$ cat config.mk
export PLATFORM = sky130hd
export DESIGN_NAME = wpsc_top
export DESIGN_NICKNAME = d
export VERILOG_FILES = /design/src/rtl/wpsc_pkg.sv /design/src/rtl/wpsc_top.sv
export SDC_FILE = /design/constraint.sdc
export NUM_CORES = 1
export LEC_CHECK = 0
export ABC_AREA = 1
export BUFFER_PORTS_ARGS = -buffer_cell sky130_fd_sc_hd__buf_2
export CAP_MARGIN = 20
export CORE_AREA = 3 3 131 121
export CTS_CLUSTER_SIZE = 40
export DETAILED_ROUTE_END_ITERATION = 8
export DIE_AREA = 0 0 134 124
export GPL_TIMING_DRIVEN = 0
export PLACE_DENSITY = 0.76
export SLEW_MARGIN = 20
export SYNTH_ARGS = -nofsm -noshare
export SYNTH_HDL_FRONTEND = slang
export SYNTH_SLANG_ARGS = --single-unit
$ cat constraint.sdc
create_clock -name clock_i -period 5.9 [get_ports clock_i]
set_input_delay 0.59 -clock clock_i [delete_from_list [all_inputs] [get_ports clock_i]]
set_output_delay 0.59 -clock clock_i [all_outputs]
set_load 0.01 [all_outputs]
$ cat src/rtl/wpsc_pkg.sv
// Summary of operation
// - watchdog counts internal RC oscillator ticks, not the system clock
// - fuse enable bit set forces the watchdog on; erased fuse reads 1
// - enabled watchdog counts to overflow; overflow in Run resets, in Idle wakes
// - overflow in Sleep wakes the device and sets Sleep and timeout flags
// - with fuse bit clear, soft enable bit 5 of reset control gates watchdog
// - bit 12 enables low-voltage detect, bits 11:8 level, bit 13 ref stable
// - power-save instruction enters Sleep or Idle per its operand
// - Sleep stops CPU, peripheral, oscillator clocks; RC kept for watchdog
// - low-voltage detect stays on in Sleep; clock fail monitor is off
// - Sleep ends on enabled interrupt, any reset, or watchdog overflow
// - wake restarts prior clock; with switching on, from oscillator field
// - crystal wake: startup timer or PLL lock, plus power-on, lock, powerup
// - RC or external clock wake applies only the power-on delay
// - low-power crystal kept running applies only the power-on delay
// - interrupt wake branches to handler and sets Sleep flag
// - any reset wakes Sleep and sets Sleep flag; power-on clears it
// - crystal wake clock dead after delays: monitor on traps to fast RC, else stall
// - Idle stops only CPU clock; wake resumes at once after instruction
// - Idle wake sets Idle flag; watchdog wake also sets timeout flag
// - module disable bit stops peripheral clock; runs if clear and present
// - module disable change takes effect one instruction cycle after write
package wpsc_pkg;
    // ****************************************************
    // register addresses
    // ****************************************************
    localparam logic [15:0] RESET_CONTROL_REG_ADDR = 16'h0740;
    localparam logic [15:0] OSC_CONTROL_REG_ADDR = 16'h0742;
    localparam logic [15:0] MODULE_DISABLE1_ADDR = 16'h0770;
    localparam logic [15:0] MODULE_DISABLE2_ADDR = 16'h0772;
    localparam logic [23:0] OSCILLATOR_CONFIG_WORD_ADDR = 24'hF80000;
    localparam logic [23:0] WATCHDOG_CONFIG_WORD_ADDR = 24'hF80002;
    localparam logic [23:0] RESET_SUPPLY_CONFIG_WORD_ADDR = 24'hF80004;
    localparam logic [23:0] CODE_SEGMENT_CONFIG_WORD_ADDR = 24'hF8000A;
    // ****************************************************
    // field positions
    // ****************************************************
    localparam int WATCHDOG_FUSE_ENABLE_BIT = 15;
    localparam int OSC_SELECT_LSB = 8;
    localparam int REF_STABLE_BIT = 13;
    localparam int LOWVOLT_ENABLE_BIT = 12;
    localparam int LOWVOLT_LEVEL_LSB = 8;
    localparam int SOFT_ENABLE_BIT = 5;
    localparam int TIMEOUT_FLAG_BIT = 4;
    localparam int SLEEP_FLAG_BIT = 3;
    localparam int IDLE_FLAG_BIT = 2;
    localparam int BROWNOUT_FLAG_BIT = 1;
    localparam int POWER_ON_FLAG_BIT = 0;
    localparam int CUR_OSC_LSB = 12;
    localparam int LOCK_BIT = 5;
    localparam int CLOCK_FAIL_BIT = 3;
    localparam int KEEP_RUN_BIT = 1;
    localparam logic [15:0] RESET_CONTROL_RESET = 16'h0003;
    localparam logic [15:0] RESET_CONTROL_WMASK = 16'hDFFF;
    // ****************************************************
    // oscillator codes of the current oscillator field
    // ****************************************************
    localparam logic [1:0] OSC_FAST_RC = 2'h0;
    localparam logic [1:0] OSC_LOW_POWER_CRYSTAL = 2'h1;
    localparam logic [1:0] OSC_RC_OR_EXTERNAL = 2'h2;
    localparam logic [1:0] OSC_PRIMARY_CRYSTAL = 2'h3;
    // ****************************************************
    // timing
    // ****************************************************
    localparam int CLK_PERIOD_NS = 40;
    localparam int POWER_ON_DELAY_NS = 10000;
    localparam int POWERUP_TIMER_DELAY_NS = 16000;
    localparam int PLL_SETTLE_DELAY_NS = 20000;
    localparam int REF_SETTLE_NS = 20000;
    localparam logic [15:0] POWER_ON_CYC =
        16'((POWER_ON_DELAY_NS + CLK_PERIOD_NS - 1) / CLK_PERIOD_NS);
    localparam logic [15:0] POWERUP_CYC =
        16'((POWERUP_TIMER_DELAY_NS + CLK_PERIOD_NS - 1) / CLK_PERIOD_NS);
    localparam logic [15:0] PLL_SETTLE_CYC =
        16'((PLL_SETTLE_DELAY_NS + CLK_PERIOD_NS - 1) / CLK_PERIOD_NS);
    localparam logic [9:0] REF_SETTLE_CYC =
        10'((REF_SETTLE_NS + CLK_PERIOD_NS - 1) / CLK_PERIOD_NS);
    // ****************************************************
    // power states
    // ****************************************************
    typedef enum logic [2:0] {
        ST_RUN = 3'h0,
        ST_IDLE = 3'h1,
        ST_SLEEP = 3'h2,
        ST_WAKE = 3'h3,
        ST_STALL = 3'h4
    } wpsc_state_t;
endpackage

$ cat src/rtl/wpsc_top.sv
`timescale 1ns/100ps
`default_nettype none
module wpsc_top
    import wpsc_pkg::*;
#(
    parameter logic [15:0] WDT_PERIOD = 16'h0200,
    parameter logic [31:0] PERIPH_PRESENT = 32'hFFFFFFFF
) (
    // clock and reset
    input wire logic clock_i,
    input wire logic rstn_i,
    input wire logic ce_i,
    // special function register port
    input wire logic [15:0] sfr_addr_i,
    input wire logic [15:0] sfr_wdata_i,
    input wire logic sfr_we_i,
    input wire logic sfr_re_i,
    output logic [15:0] sfr_rdata_o,
    // configuration words
    input wire logic [23:0] watchdog_config_word_i,
    input wire logic [23:0] oscillator_config_word_i,
    // instructions and events from the core
    input wire logic watchdog_clear_instr_i,
    input wire logic power_save_instr_i,
    input wire logic power_save_idle_i,
    input wire logic irq_wake_i,
    input wire logic other_reset_i,
    input wire logic rc_tick_i,
    // oscillator status
    input wire logic clock_switch_en_i,
    input wire logic clock_fail_monitor_en_i,
    input wire logic osc_stable_i,
    input wire logic pll_used_i,
    input wire logic pll_lock_i,
    // clock gating and status
    output logic cpu_clk_en_o,
    output logic periph_clk_en_o,
    output logic osc_en_o,
    output logic low_power_rc_en_o,
    output logic clock_fail_monitor_active_o,
    output logic [1:0] wake_osc_o,
    output logic [31:0] module_clk_en_o,
    // low-voltage detect
    output logic lowvolt_enable_o,
    output logic [3:0] lowvolt_level_o,
    // events
    output logic device_reset_o,
    output logic clock_fail_trap_o,
    output logic resume_o,
    output logic irq_service_o
);
    // ****************************************************
    // state
    // ****************************************************
    typedef struct packed {
        wpsc_state_t st;
        logic [15:0] wdt;
        logic [15:0] dly;
        logic [9:0] ref_cnt;
        logic [15:0] rst_ctrl;
        logic [1:0] osc_sel;
        logic keep_run;
        logic cf;
        logic [15:0] mdis_lo;
        logic [15:0] mdis_hi;
        logic [31:0] mdis_eff;
        logic [15:0] rdata;
        logic svc_pend;
        logic sys_rst;
        logic trap;
        logic resume;
        logic irq_svc;
    } wpsc_reg_t;

    localparam wpsc_reg_t REG_RESET = '{
        st: ST_RUN, rst_ctrl: RESET_CONTROL_RESET, default: '0};

    logic [1:0] rst_q;
    logic srst_n;
    wpsc_reg_t r;
    wpsc_reg_t next_r;
    logic wdt_en;
    logic ovf;
    logic slow_osc;
    logic clk_ok;
    logic wake_any;
    logic [15:0] wake_cyc;
    logic [15:0] osc_rd;

    // ****************************************************
    // reset release
    // ****************************************************
    always_ff @(posedge clock_i or negedge rstn_i) begin
        if (!rstn_i) begin
            rst_q <= 2'h0;
        end else begin
            rst_q <= {rst_q[0], 1'b1};
        end
    end
    assign srst_n = rst_q[1];

    // ****************************************************
    // derived terms
    // ****************************************************
    assign wdt_en = watchdog_config_word_i[WATCHDOG_FUSE_ENABLE_BIT]
        | r.rst_ctrl[SOFT_ENABLE_BIT];
    assign ovf = wdt_en && rc_tick_i && (r.wdt == WDT_PERIOD - 16'h1);
    assign slow_osc = (r.osc_sel == OSC_PRIMARY_CRYSTAL)
        || (r.osc_sel == OSC_LOW_POWER_CRYSTAL && !r.keep_run);
    assign clk_ok = osc_stable_i && (!pll_used_i || pll_lock_i);
    assign wake_any = ovf || irq_wake_i || other_reset_i;
    assign wake_cyc = slow_osc
        ? 16'(POWER_ON_CYC + POWERUP_CYC
              + (pll_used_i ? PLL_SETTLE_CYC : 16'h0))
        : POWER_ON_CYC;
    assign osc_rd = {2'h0, r.osc_sel, 6'h0, pll_lock_i, 1'b0, r.cf, 1'b0,
        r.keep_run, 1'b0};

    // ****************************************************
    // next state
    // ****************************************************
    always_comb begin
        next_r = r;
        next_r.sys_rst = 1'b0;
        next_r.trap = 1'b0;
        next_r.resume = 1'b0;
        next_r.irq_svc = 1'b0;
        if (sfr_we_i) begin
            case (sfr_addr_i)
                RESET_CONTROL_REG_ADDR: begin
                    next_r.rst_ctrl = (sfr_wdata_i & RESET_CONTROL_WMASK)
                        | (r.rst_ctrl & ~RESET_CONTROL_WMASK);
                end
                OSC_CONTROL_REG_ADDR: begin
                    next_r.keep_run = sfr_wdata_i[KEEP_RUN_BIT];
                    next_r.cf = sfr_wdata_i[CLOCK_FAIL_BIT];
                end
                MODULE_DISABLE1_ADDR: next_r.mdis_lo = sfr_wdata_i;
                MODULE_DISABLE2_ADDR: next_r.mdis_hi = sfr_wdata_i;
                default: ;
            endcase
        end
        if (sfr_re_i) begin
            case (sfr_addr_i)
                RESET_CONTROL_REG_ADDR: next_r.rdata = r.rst_ctrl;
                OSC_CONTROL_REG_ADDR: next_r.rdata = osc_rd;
                MODULE_DISABLE1_ADDR: next_r.rdata = r.mdis_lo;
                MODULE_DISABLE2_ADDR: next_r.rdata = r.mdis_hi;
                default: next_r.rdata = 16'h0000;
            endcase
        end
        next_r.mdis_eff = {r.mdis_hi, r.mdis_lo};
        if (!clock_switch_en_i) begin
            next_r.osc_sel =
                oscillator_config_word_i[OSC_SELECT_LSB +: 2];
        end
        // reference settling
        if (!r.rst_ctrl[LOWVOLT_ENABLE_BIT]) begin
            next_r.ref_cnt = 10'h000;
            next_r.rst_ctrl[REF_STABLE_BIT] = 1'b0;
        end else if (r.ref_cnt == REF_SETTLE_CYC) begin
            next_r.rst_ctrl[REF_STABLE_BIT] = 1'b1;
        end else begin
            next_r.ref_cnt = r.ref_cnt + 10'h001;
        end
        // watchdog count
        if (!wdt_en || watchdog_clear_instr_i) begin
            next_r.wdt = 16'h0000;
        end else if (rc_tick_i) begin
            next_r.wdt = ovf ? 16'h0000 : r.wdt + 16'h0001;
        end
        // power state sequencer; hardware sets win over writes
        case (r.st)
            ST_RUN: begin
                if (ovf) begin
                    next_r.sys_rst = 1'b1;
                    next_r.rst_ctrl[TIMEOUT_FLAG_BIT] = 1'b1;
                end else if (power_save_instr_i) begin
                    next_r.st = power_save_idle_i ? ST_IDLE : ST_SLEEP;
                end
            end
            ST_IDLE: begin
                if (wake_any) begin
                    next_r.st = ST_RUN;
                    next_r.resume = 1'b1;
                    next_r.rst_ctrl[IDLE_FLAG_BIT] = 1'b1;
                    if (ovf) begin
                        next_r.rst_ctrl[TIMEOUT_FLAG_BIT] = 1'b1;
                    end
                    next_r.irq_svc = irq_wake_i && !ovf && !other_reset_i;
                end
            end
            ST_SLEEP: begin
                if (wake_any) begin
                    next_r.st = ST_WAKE;
                    next_r.dly = wake_cyc;
                    next_r.rst_ctrl[SLEEP_FLAG_BIT] = 1'b1;
                    if (ovf) begin
                        next_r.rst_ctrl[TIMEOUT_FLAG_BIT] = 1'b1;
                    end
                    next_r.svc_pend = irq_wake_i && !ovf && !other_reset_i;
                end
            end
            ST_WAKE: begin
                if (r.dly > 16'h0001) begin
                    next_r.dly = r.dly - 16'h0001;
                end else if (!slow_osc || clk_ok) begin
                    next_r.st = ST_RUN;
                    next_r.resume = 1'b1;
                    next_r.irq_svc = r.svc_pend;
                end else if (clock_fail_monitor_en_i) begin
                    next_r.st = ST_RUN;
                    next_r.trap = 1'b1;
                    next_r.osc_sel = OSC_FAST_RC;
                    next_r.cf = 1'b1;
                    next_r.resume = 1'b1;
                end else begin
                    next_r.st = ST_STALL;
                end
            end
            ST_STALL: begin
                if (clk_ok) begin
                    next_r.st = ST_RUN;
                    next_r.resume = 1'b1;
                    next_r.irq_svc = r.svc_pend;
                end
            end
            default: next_r.st = ST_RUN;
        endcase
    end

    always_ff @(posedge clock_i or negedge srst_n) begin
        if (!srst_n) begin
            r <= REG_RESET;
        end else if (ce_i) begin
            r <= next_r;
        end
    end

    // ****************************************************
    // outputs
    // ****************************************************
    assign sfr_rdata_o = r.rdata;
    assign cpu_clk_en_o = (r.st == ST_RUN);
    assign periph_clk_en_o = (r.st == ST_RUN) || (r.st == ST_IDLE);
    assign osc_en_o = (r.st != ST_SLEEP);
    assign low_power_rc_en_o = wdt_en
        || (clock_fail_monitor_en_i && r.st != ST_SLEEP);
    assign clock_fail_monitor_active_o = clock_fail_monitor_en_i
        && periph_clk_en_o;
    assign wake_osc_o = r.osc_sel;
    assign module_clk_en_o = ~r.mdis_eff & PERIPH_PRESENT
        & {32{periph_clk_en_o}};
    assign lowvolt_enable_o = r.rst_ctrl[LOWVOLT_ENABLE_BIT];
    assign lowvolt_level_o = r.rst_ctrl[LOWVOLT_LEVEL_LSB +: 4];
    assign device_reset_o = r.sys_rst;
    assign clock_fail_trap_o = r.trap;
    assign resume_o = r.resume;
    assign irq_service_o = r.irq_svc;
endmodule
`default_nettype wire

# Word level (Yosys, flattened, before mapping)
# Cells that the tools add are included.
totals:
  regBits: 152
  inputBits: 96
  output_inout_bits: 64
  elab_cells: 144
classes:
  addsub: 4
  order_cmp: 1
  eq_ne: 23
  muxes: 56
  bitwise_logic: 4
  reduce_logical: 36
op_table:
  columns: ["operator", "n"]
  rows:
  - ["two-way mux 16 bit", 7]
  - ["equality test 16 x 11 -> 1 bit (second input constant)", 4]
  - ["case mux 16 bit (4 select lines)", 1]
  - ["two-way mux 33 bit", 1]
  - ["bitwise AND 32 bit", 1]
  - ["NOT 32 bit", 1]
  - ["case mux 16 bit (2 select lines)", 1]
  - ["two-way mux 14 bit", 2]
  - ["two-way mux 3 bit", 9]
  - ["two-way mux 10 bit", 2]
  - ["two-way mux 2 bit", 10]
  - ["two-way mux 1 bit", 18]
  - ["AND reduction 3 bit", 6]
  - ["adder 16 x 1 -> 16 bit (second input constant)", 1]
  - ["equality test 16 x 9 -> 1 bit (second input constant)", 1]
  - ["greater-than comparator 16 x 1 -> 1 bit (second input constant)", 1]
  - ["inequality test 2 bit (second input constant)", 8]
  - ["bitwise OR 16 x 14 -> 16 bit", 1]
  - ["subtractor 16 x 1 -> 16 bit (second input constant)", 1]
  - ["case mux 3 bit (5 select lines)", 1]
  - ["adder 10 x 9 -> 11 bit (first input constant)", 1]
  - ["two-way mux 11 bit", 1]
  - ["adder 10 x 1 -> 10 bit (second input constant)", 1]
  - ["equality test 10 x 9 -> 1 bit (second input constant)", 1]
  - ["other kinds (19)", 43]

# Logic depth before layout (Yosys ltp)
# Gate-level depths: netlist of run 1.
logic_depth:
  depth_word: 8
  depth_mapped: 13
  ltp_nobuf: 13

# Least setup slack after synthesis of run 1
# OpenSTA, ideal clock, no wires.
synth_path:
  kind: "input-to-reg"
  from: "in sfr_addr_i[6]"
  to: "reg r (netlist bit next_r[39])"
  setup_time_ps: 131
  t_arrival_ps: 1596
  required_ps: 5769
  slack_ps: 4173
  cell_stages: 8
  n_path_buf: 1
  path_cell_list: "inv_1 -> nor2_1 -> nand3_1 -> nor3_4 -> nand2_2 -> clkbuf_1 -> nand2_1 -> o21ai_0"
synth_between:
  elab_chain_cells: 2
synth_rtl:
  columns: ["element", "line_no", "source"]
  rows:
  - ["start: declaration", "wpsc_top.sv:14", "input wire logic [15:0] sfr_addr_i,"]
  - ["equality test 16 x 11 -> 1 bit", "wpsc_top.sv:129", "case (sfr_addr_i)"]
  - ["AND reduction 3 bit (no source line)", null, null]
  - ["end signal: assignment", "wpsc_top.sv:236", "r <= next_r;"]
  - ["end: declaration", "wpsc_top.sv:80", "wpsc_reg_t r;"]
# Every way passes these cells.
# A chain may end at the register's enable or synchronous reset.

# Final worst setup path of run 1
layout_path:
  from: "reg r[149] in the netlist's numbering"
  to: "out module_clk_en_o[16]"
layout_between:
  elab_chain_cells: 3
  elab_cells_between_ends: 4
  cone_classes: "1 x eq/ne; 1 x bitwise; 2 x reduce/logical"
layout_rtl:
  columns: ["element", "line_no", "source"]
  rows:
  - ["equality test 3 x 1 -> 1 bit or zero test 3 bit (tied branches)", "wpsc_top.sv:245", "assign periph_clk_en_o = (r.st == ST_RUN) || (r.st == ST_IDLE);"]
  - ["logical OR 1 bit (*)", "wpsc_top.sv:245", null]
  - ["bitwise AND 32 bit (*)", "wpsc_top.sv:253", "& {32{periph_clk_en_o}};"]
  - ["end: declaration", "wpsc_top.sv:42", "output logic [31:0] module_clk_en_o,"]
# Mark *: on every way between the ends. The rest lies on a longest branch, timed or not.

==> out/qor.yml, run 1 <==
numClockSinks: 152
slowest_stage: "dfrtp_1"
globalplace.congestion: 0.940
synth_cell_types: 38
fmax_mhz: 375
power_density_nw_per_um2: 327
std_cell_rows: 42
insertion_delay_ns: 0.42
crit_path_cell_trace: "inv_1, nand2_1, clkbuf_1, nor2_1, buf_2"
cts_setup_buffers: 0
fillers: 1289
leakagePower_uw: 0.00502
core_area_sq_um: 14600
synth.area.top_cells: "dfrtp_1, nand2_1, nor2_1"
dp_slack_ns: 3.62
dieArea_sq_um: 16600
synthSimpleGateAreaFrac: 0.351
wirelength_microns: 21200
finClkSkew_ns: 0.00730
ys_seq_area_frac: 0.478
finalCritPeriodShare: 0.452
yosys_warnings: 0
hpwl_microns: 15700
ys_ff_latch: 152
via_count: 7502
yosysTopAreaCellShare: 0.472
wl_per_cell_microns: 14.8
antenna_cells: 0
synth-edff-count: 0
cts-root-buf: "clkbuf_16"
drtAntennaViolNets: 0
fin_ws_ns: 3.23
clk_pin_slew_ns: 0.06
grt_usage: 0.262
relSlewSlack: 0.573
drive_gt1_frac: 0.161
dieHeight_microns: 124
power_frac_comb: 0.243
syn_area_per_cell_sq_um: 7.28
yosys.area_share.adder: 0.00786
hold_class: "reg2async"
synth_mux_area_frac: 0
yosys-top-cells-count: "nand2_1, dfrtp_1, nor2_1, inv_1, nand3_1"
synth_cells: 1093
cp_max_fo: 10
status: "finished, final reports clean"
layout.nets: 1330
cp.arrival_ns: 2.08
drv_cap: 0
power_frac_clock: 0.377
crit_path_end_kind: "output pin"
start_util: 0.547
yosysMostFrequentCell: "nand2_1"
cts_tree: "yes"
cts_made_buffers: 17
grt_pass1_wl_microns: 34300
synth.net_count: 1194
port_buffers: 114
synth_top_area_cell: "dfrtp_1"
synth_top_family_by_area: "simple AND/OR/NAND/NOR gates"
finalHoldViolCount: 0
async_reset_ff_frac: 1.00
period_needed_ns: 2.67
p_seq_frac: 0.380
htreeDepth: 4
cp-start-kind: "flop"
dr.pass1.iters: 5
setup_viol: 0
grt_pass1_vias: 6814
slew_viol_final: 0
gr-total-overflow: 0
drc: 0
clockBufferDepth: 2
synth_xor_area_frac: 0.00770
antenna_found_initial: 0
dieWidth_microns: 134
ios: 160
stdcell_area_sq_um: 9480
ir_drop_mv: 0.267
synth_area_sq_um: 7960
synth_top_flop_cell: "dfrtp_1"
area_growth_pct: 19.2
internal_power_uw: 2080
drtIter0Drc: 600
netSwitchingFraction: 0.328
synth_compound_area_frac: 0.0697
grt_max_degree: 56
required_ns: 5.31
rsz0062_at_grt: "no"
tightest_slew_ns: 0.640
criticalPathCategory: "reg2out"
p_switching_uw: 1020
avgViaCountPerCell: 5.21
max_stage_delay_ns: 0.45
cts_resized: 0
place_area_sq_um: 8830
flip-flops by register name, summed over array words and instances (netlist names):
signal             count
osc_rd                 2
next_r                32
r                     89
clock_fail_trap_o      1
lowvolt_level_o        4
device_reset_o         1
wake_osc_o             2
irq_service_o          1
rst_q                  2
lowvolt_enable_o       1
resume_o               1
sfr_rdata_o           16
final cells by class:
cell class / count / area (sq um) / area share
Buffer: 57 / 322 / 0.0339
Clock buffer: 19 / 443 / 0.0467
Clock inverter: 13 / 194 / 0.0205
Inverter: 95 / 357 / 0.0376
Multi-Input combinational cell: 789 / 3470 / 0.366
Sequential cell: 152 / 3810 / 0.402
Tap cell: 198 / 248 / 0.0261
Timing Repair Buffer: 117 / 636 / 0.0670
worst max-delay path: cells and delay by family (launching register included):
family | cells | cell delay, ns
buf+inv | 3 | 0.70
flops | 1 | 0.45
simple gates | 2 | 0.50
power groups by stage:
stage          Clock, uW  Combinational (uW)  Sequential [uW]
2_1_floorplan          0                 472             1190
3_5_place_dp           0                 754             1190
3_3_place_gp           0                 727             1210
4_1_cts             1180                 759             1180
6_report            1170                 754             1180
5_1_grt             1230                 844             1190
through the flow:
step | total power (uW) | hold slack [ns] | utilization | setup TNS [ns] | cells
floorplan | 1660 | 0.294 | - | 0 | 1093
global placement | 1930 | 0.336 | 0.603 | -53.92 | 1405
finish | 3100 | 0.355 | 0.651 | 0 | 1440
CTS | 3120 | 0.370 | 0.651 | 0 | 1440
global route | 3260 | 0.378 | 0.651 | 0 | 1440
detailed placement | 1950 | 0.356 | 0.607 | 0 | 1407
layer usage:
metal  vias to the layer above  wire length (microns)  GRT usage
met4                         0                    269     0.0623
met2                       262                   9200      0.394
met5                         -                      0          0
met3                        23                   1530     0.0606
li1                       3706                      -          -
met1                      3511                  10200      0.388
path summary, 6_finish.rpt:
check	startpoint	end	slack [ns]	depth (start not counted)
worst max-delay path	r[149]$_DFFE_PN0P_	module_clk_en_o[16]	3.23	5
worst min-delay path	rst_q[1]$_DFF_PN0_	r[135]$_DFFE_PN0P_	0.35	0
worst max register to register	r[131]$_DFFE_PN0P_	r[142]$_DFFE_PN0P_	3.90	6
worst min register to register	rst_q[1]$_DFF_PN0_	r[135]$_DFFE_PN0P_	0.35	0
max in group asynchronous	rst_q[1]$_DFF_PN0_	r[89]$_DFFE_PN1P_	4.83	1
min in group clock_i	rst_q[0]$_DFF_PN0_	rst_q[1]$_DFF_PN0_	0.36	0
logic make-up after synthesis:
logic type,after synthesis
compound gates,103
xor+xnor,7
fa+ha+maj,5
buf+inv,152
flops,152
other cells,1
simple gates,673
cells in the final DEF, fill, tap and decap left out, types with 16 or more instances in the layout:
master and count:
nand3_1 91, clkbuf_1 23, buf_4 25, clkbuf_16 17, nand2_1 405, inv_1 92
buf_2 119, nor2_1 130, nor3_1 16, dfrtp_1 149, o21ai_0 77
repair_timing:
| item | CTS | global route |
|---|---|---|
| hold buffers | 1 | 0 |
| setup endpoints to repair | 0 | 0 |
| hold endpoints to repair | 2 | 0 |
Note: power is estimated with default switching activity, not from simulation.
==> inputs of run 2 (changes only) <==
Settings changed: CORE_AREA 3 3 131 121 to 3 3 137 126, DIE_AREA 0 0 134 124 to 0 0 140 129, PLACE_DENSITY 0.76 to 0.73.
Clock period 5.9 ns to 2.2 ns, I/O delays scaled along.
==> run 2 against run 1 <==
Compared with the run above: combinational power rose to 2.8 times the previous value; wire length rose by 2.3%; highest routed layer unchanged; die area rose by 8.7%.
==> out/qor.yml, run 2 (synthesized netlist as in run 1, its figures left out) <==
cp-start-kind: "flop"
crit_path_cell_trace: "inv_1, nand2_2, clkbuf_2, nor2_1, buf_2"
min_delay_path_depth: 3
drv_cap: 0
regArea_sq_um: 3810
htreeDepth: 4
antenna_found_initial: 0
setup_viol: 0
globalplace.congestion: 0.951
hold_class: "in2reg"
ios: 160
cp.arrival_ns: 1.83
reg2reg_depth: 13
port_buffers: 114
period_needed_ns: 2.05
layout_common_cells: "nand2_1, dfrtp_1, nor2_1"
crit_path_end_kind: "output pin"
final_common_cell: "nand2_1"
finalCritPeriodShare: 0.932
start_util: 0.498
drtAntennaViolNets: 0
multi_input_area_sq_um: 3490
leakagePower_uw: 0.00504
reg2reg_to: "r[121]$_DFFE_PN0P_"
insertion_delay_ns: 0.43
gr-total-overflow: 0
max_stage_delay_ns: 0.44
power_density_nw_per_um2: 862
wirelength_microns: 21700
grt_pass1_vias: 6912
internal_power_uw: 5320
core_area_sq_um: 16000
fmax_mhz: 488
antenna_cells: 0
cpLargestDelayFamily: "buffers and inverters"
clk_pin_slew_ns: 0.07
grt_max_degree: 56
power_frac_comb: 0.254
cp_max_fo: 10
grt_pass1_wl_microns: 35200
avgViaCountPerCell: 5.19
fin_tns_setup_ns: 0
slowest_stage: "dfrtp_1"
cts_made_buffers: 17
path_buf_inv: 3
regMostFlops: "r"
finalPower_uw: 8190
dr.pass1.iters: 5
drive_gt1_frac: 0.169
slew_viol_final: 0
dieArea_sq_um: 18100
tightest_slew_ns: 0.664
status: "finished, final reports clean"
via_count: 7549
ir_drop_mv: 0.553
numClockSinks: 152
dieHeight_microns: 129
layout.nets: 1335
dieWidth_microns: 140
cts-root-buf: "clkbuf_16"
criticalPathCategory: "reg2out"
area_growth_pct: 19.4
grt_usage: 0.244
hold_end: "next_r[50]$_DFFE_PN0P_"
largest_register_ffs: 89
relSlewSlack: 0.557
fillers: 1513
p_seq_frac: 0.386
wl_per_cell_microns: 14.9
cts_tree: "yes"
clockBufferDepth: 2
required_ns: 1.98
netSwitchingFraction: 0.350
power_frac_clock: 0.360
regToRegSetupSlack_ns: 0.17
std_cell_rows: 44
min_from: "sfr_wdata_i[13]"
p_switching_uw: 2870
finClkSkew_ns: 0.00972
timing.rr.start: "r[115]$_DFFE_PN0P_"
drtIter0Drc: 692
drc: 0
finalHoldViolCount: 0
hpwl_microns: 15900
==> run 2: power groups by stage <==
stage / sequential [uW] / combinational [uW] / clock, uW
after CTS: 3160 / 2060 / 2980
after global placement: 3240 / 1950 / 0
after global routing: 3180 / 2340 / 3110
after detailed placement: 3210 / 2030 / 0
final: 3160 / 2080 / 2940
after floorplan: 3180 / 1260 / 0
==> run 2: worst max-delay path by stage <==
stage                     depth (start not counted)  slack [ns]                  to                from
after floorplan                                  13        0.55  r[123]$_DFFE_PN0P_  r[115]$_DFFE_PN0P_
after global placement                            0        0.05  r[107]$_DFFE_PN0P_  rst_q[1]$_DFF_PN0_
after detailed placement                          6        0.16  r[142]$_DFFE_PN0P_  r[131]$_DFFE_PN0P_
after CTS                                         6        0.11  r[142]$_DFFE_PN0P_  r[131]$_DFFE_PN0P_
after global routing                             13      -0.002  r[121]$_DFFE_PN0P_  r[115]$_DFFE_PN0P_
final                                             5        0.15  module_clk_en_o[3]  r[149]$_DFFE_PN0P_
==> run 2: worst register-to-register path: stages, from the launching register on <==
cell     delay, ns
dfrtp_1       0.40
inv_1         0.09
ha_1          0.25
inv_1         0.07
nand2_1       0.07
nand2_1       0.06
nor2_1        0.04
nand2_1       0.12
nand2_2       0.10
a21oi_4       0.31
nand2_4       0.13
buf_6         0.17
nand2_1       0.06
nand2_1       0.05
==> run 2: metrics by stage <==
| step | util | area (sq um) | hold WS (ns) | instances | worst slack [ns] |
|---|---|---|---|---|---|
| 2_1_floorplan | - | 7960 | -0.0756 | 1093 | 0.547 |
| 3_3_place_gp | 0.551 | 8790 | 0.00697 | 1414 | 0.0519 |
| 3_5_place_dp | 0.554 | 8850 | 0.00698 | 1416 | 0.157 |
| 4_1_cts | 0.592 | 9450 | 0.0505 | 1449 | 0.110 |
| 5_1_grt | 0.595 | 9500 | 0.0601 | 1454 | -0.00230 |
| 6_report | 0.595 | 9500 | 0.0692 | 1454 | 0.150 |
==> run 2: cell type report <==
class / instances / area share
Clock buffer: 18 / 0.0462
Clock inverter: 14 / 0.0155
Inverter: 95 / 0.0375
Timing Repair Buffer: 122 / 0.0709
Tap cell: 207 / 0.0273
Sequential cell: 152 / 0.401
Buffer: 57 / 0.0343
Multi-Input combinational cell: 789 / 0.367
==> run 2: timing repair <==
action / in CTS / in global routing
pin swaps: 0 / 1
hold buffers: 1 / 0
endpoints found under the hold margin: 2 / 0
endpoints found under the setup margin: 30 / 17
buffers inserted: 0 / 5
gates resized for setup: 4 / 2
gates cloned: 0 / 0
==> run 2: routing by layer <==
| metal | GRT usage | share of wire | vias up |
|---|---|---|---|
| met4 | 0.0644 | 0.016 | 0 |
| li1 | - | - | 3728 |
| met2 | 0.363 | 0.43 | 298 |
| met5 | 0 | 0 | - |
| met3 | 0.0624 | 0.091 | 27 |
| met1 | 0.359 | 0.46 | 3496 |
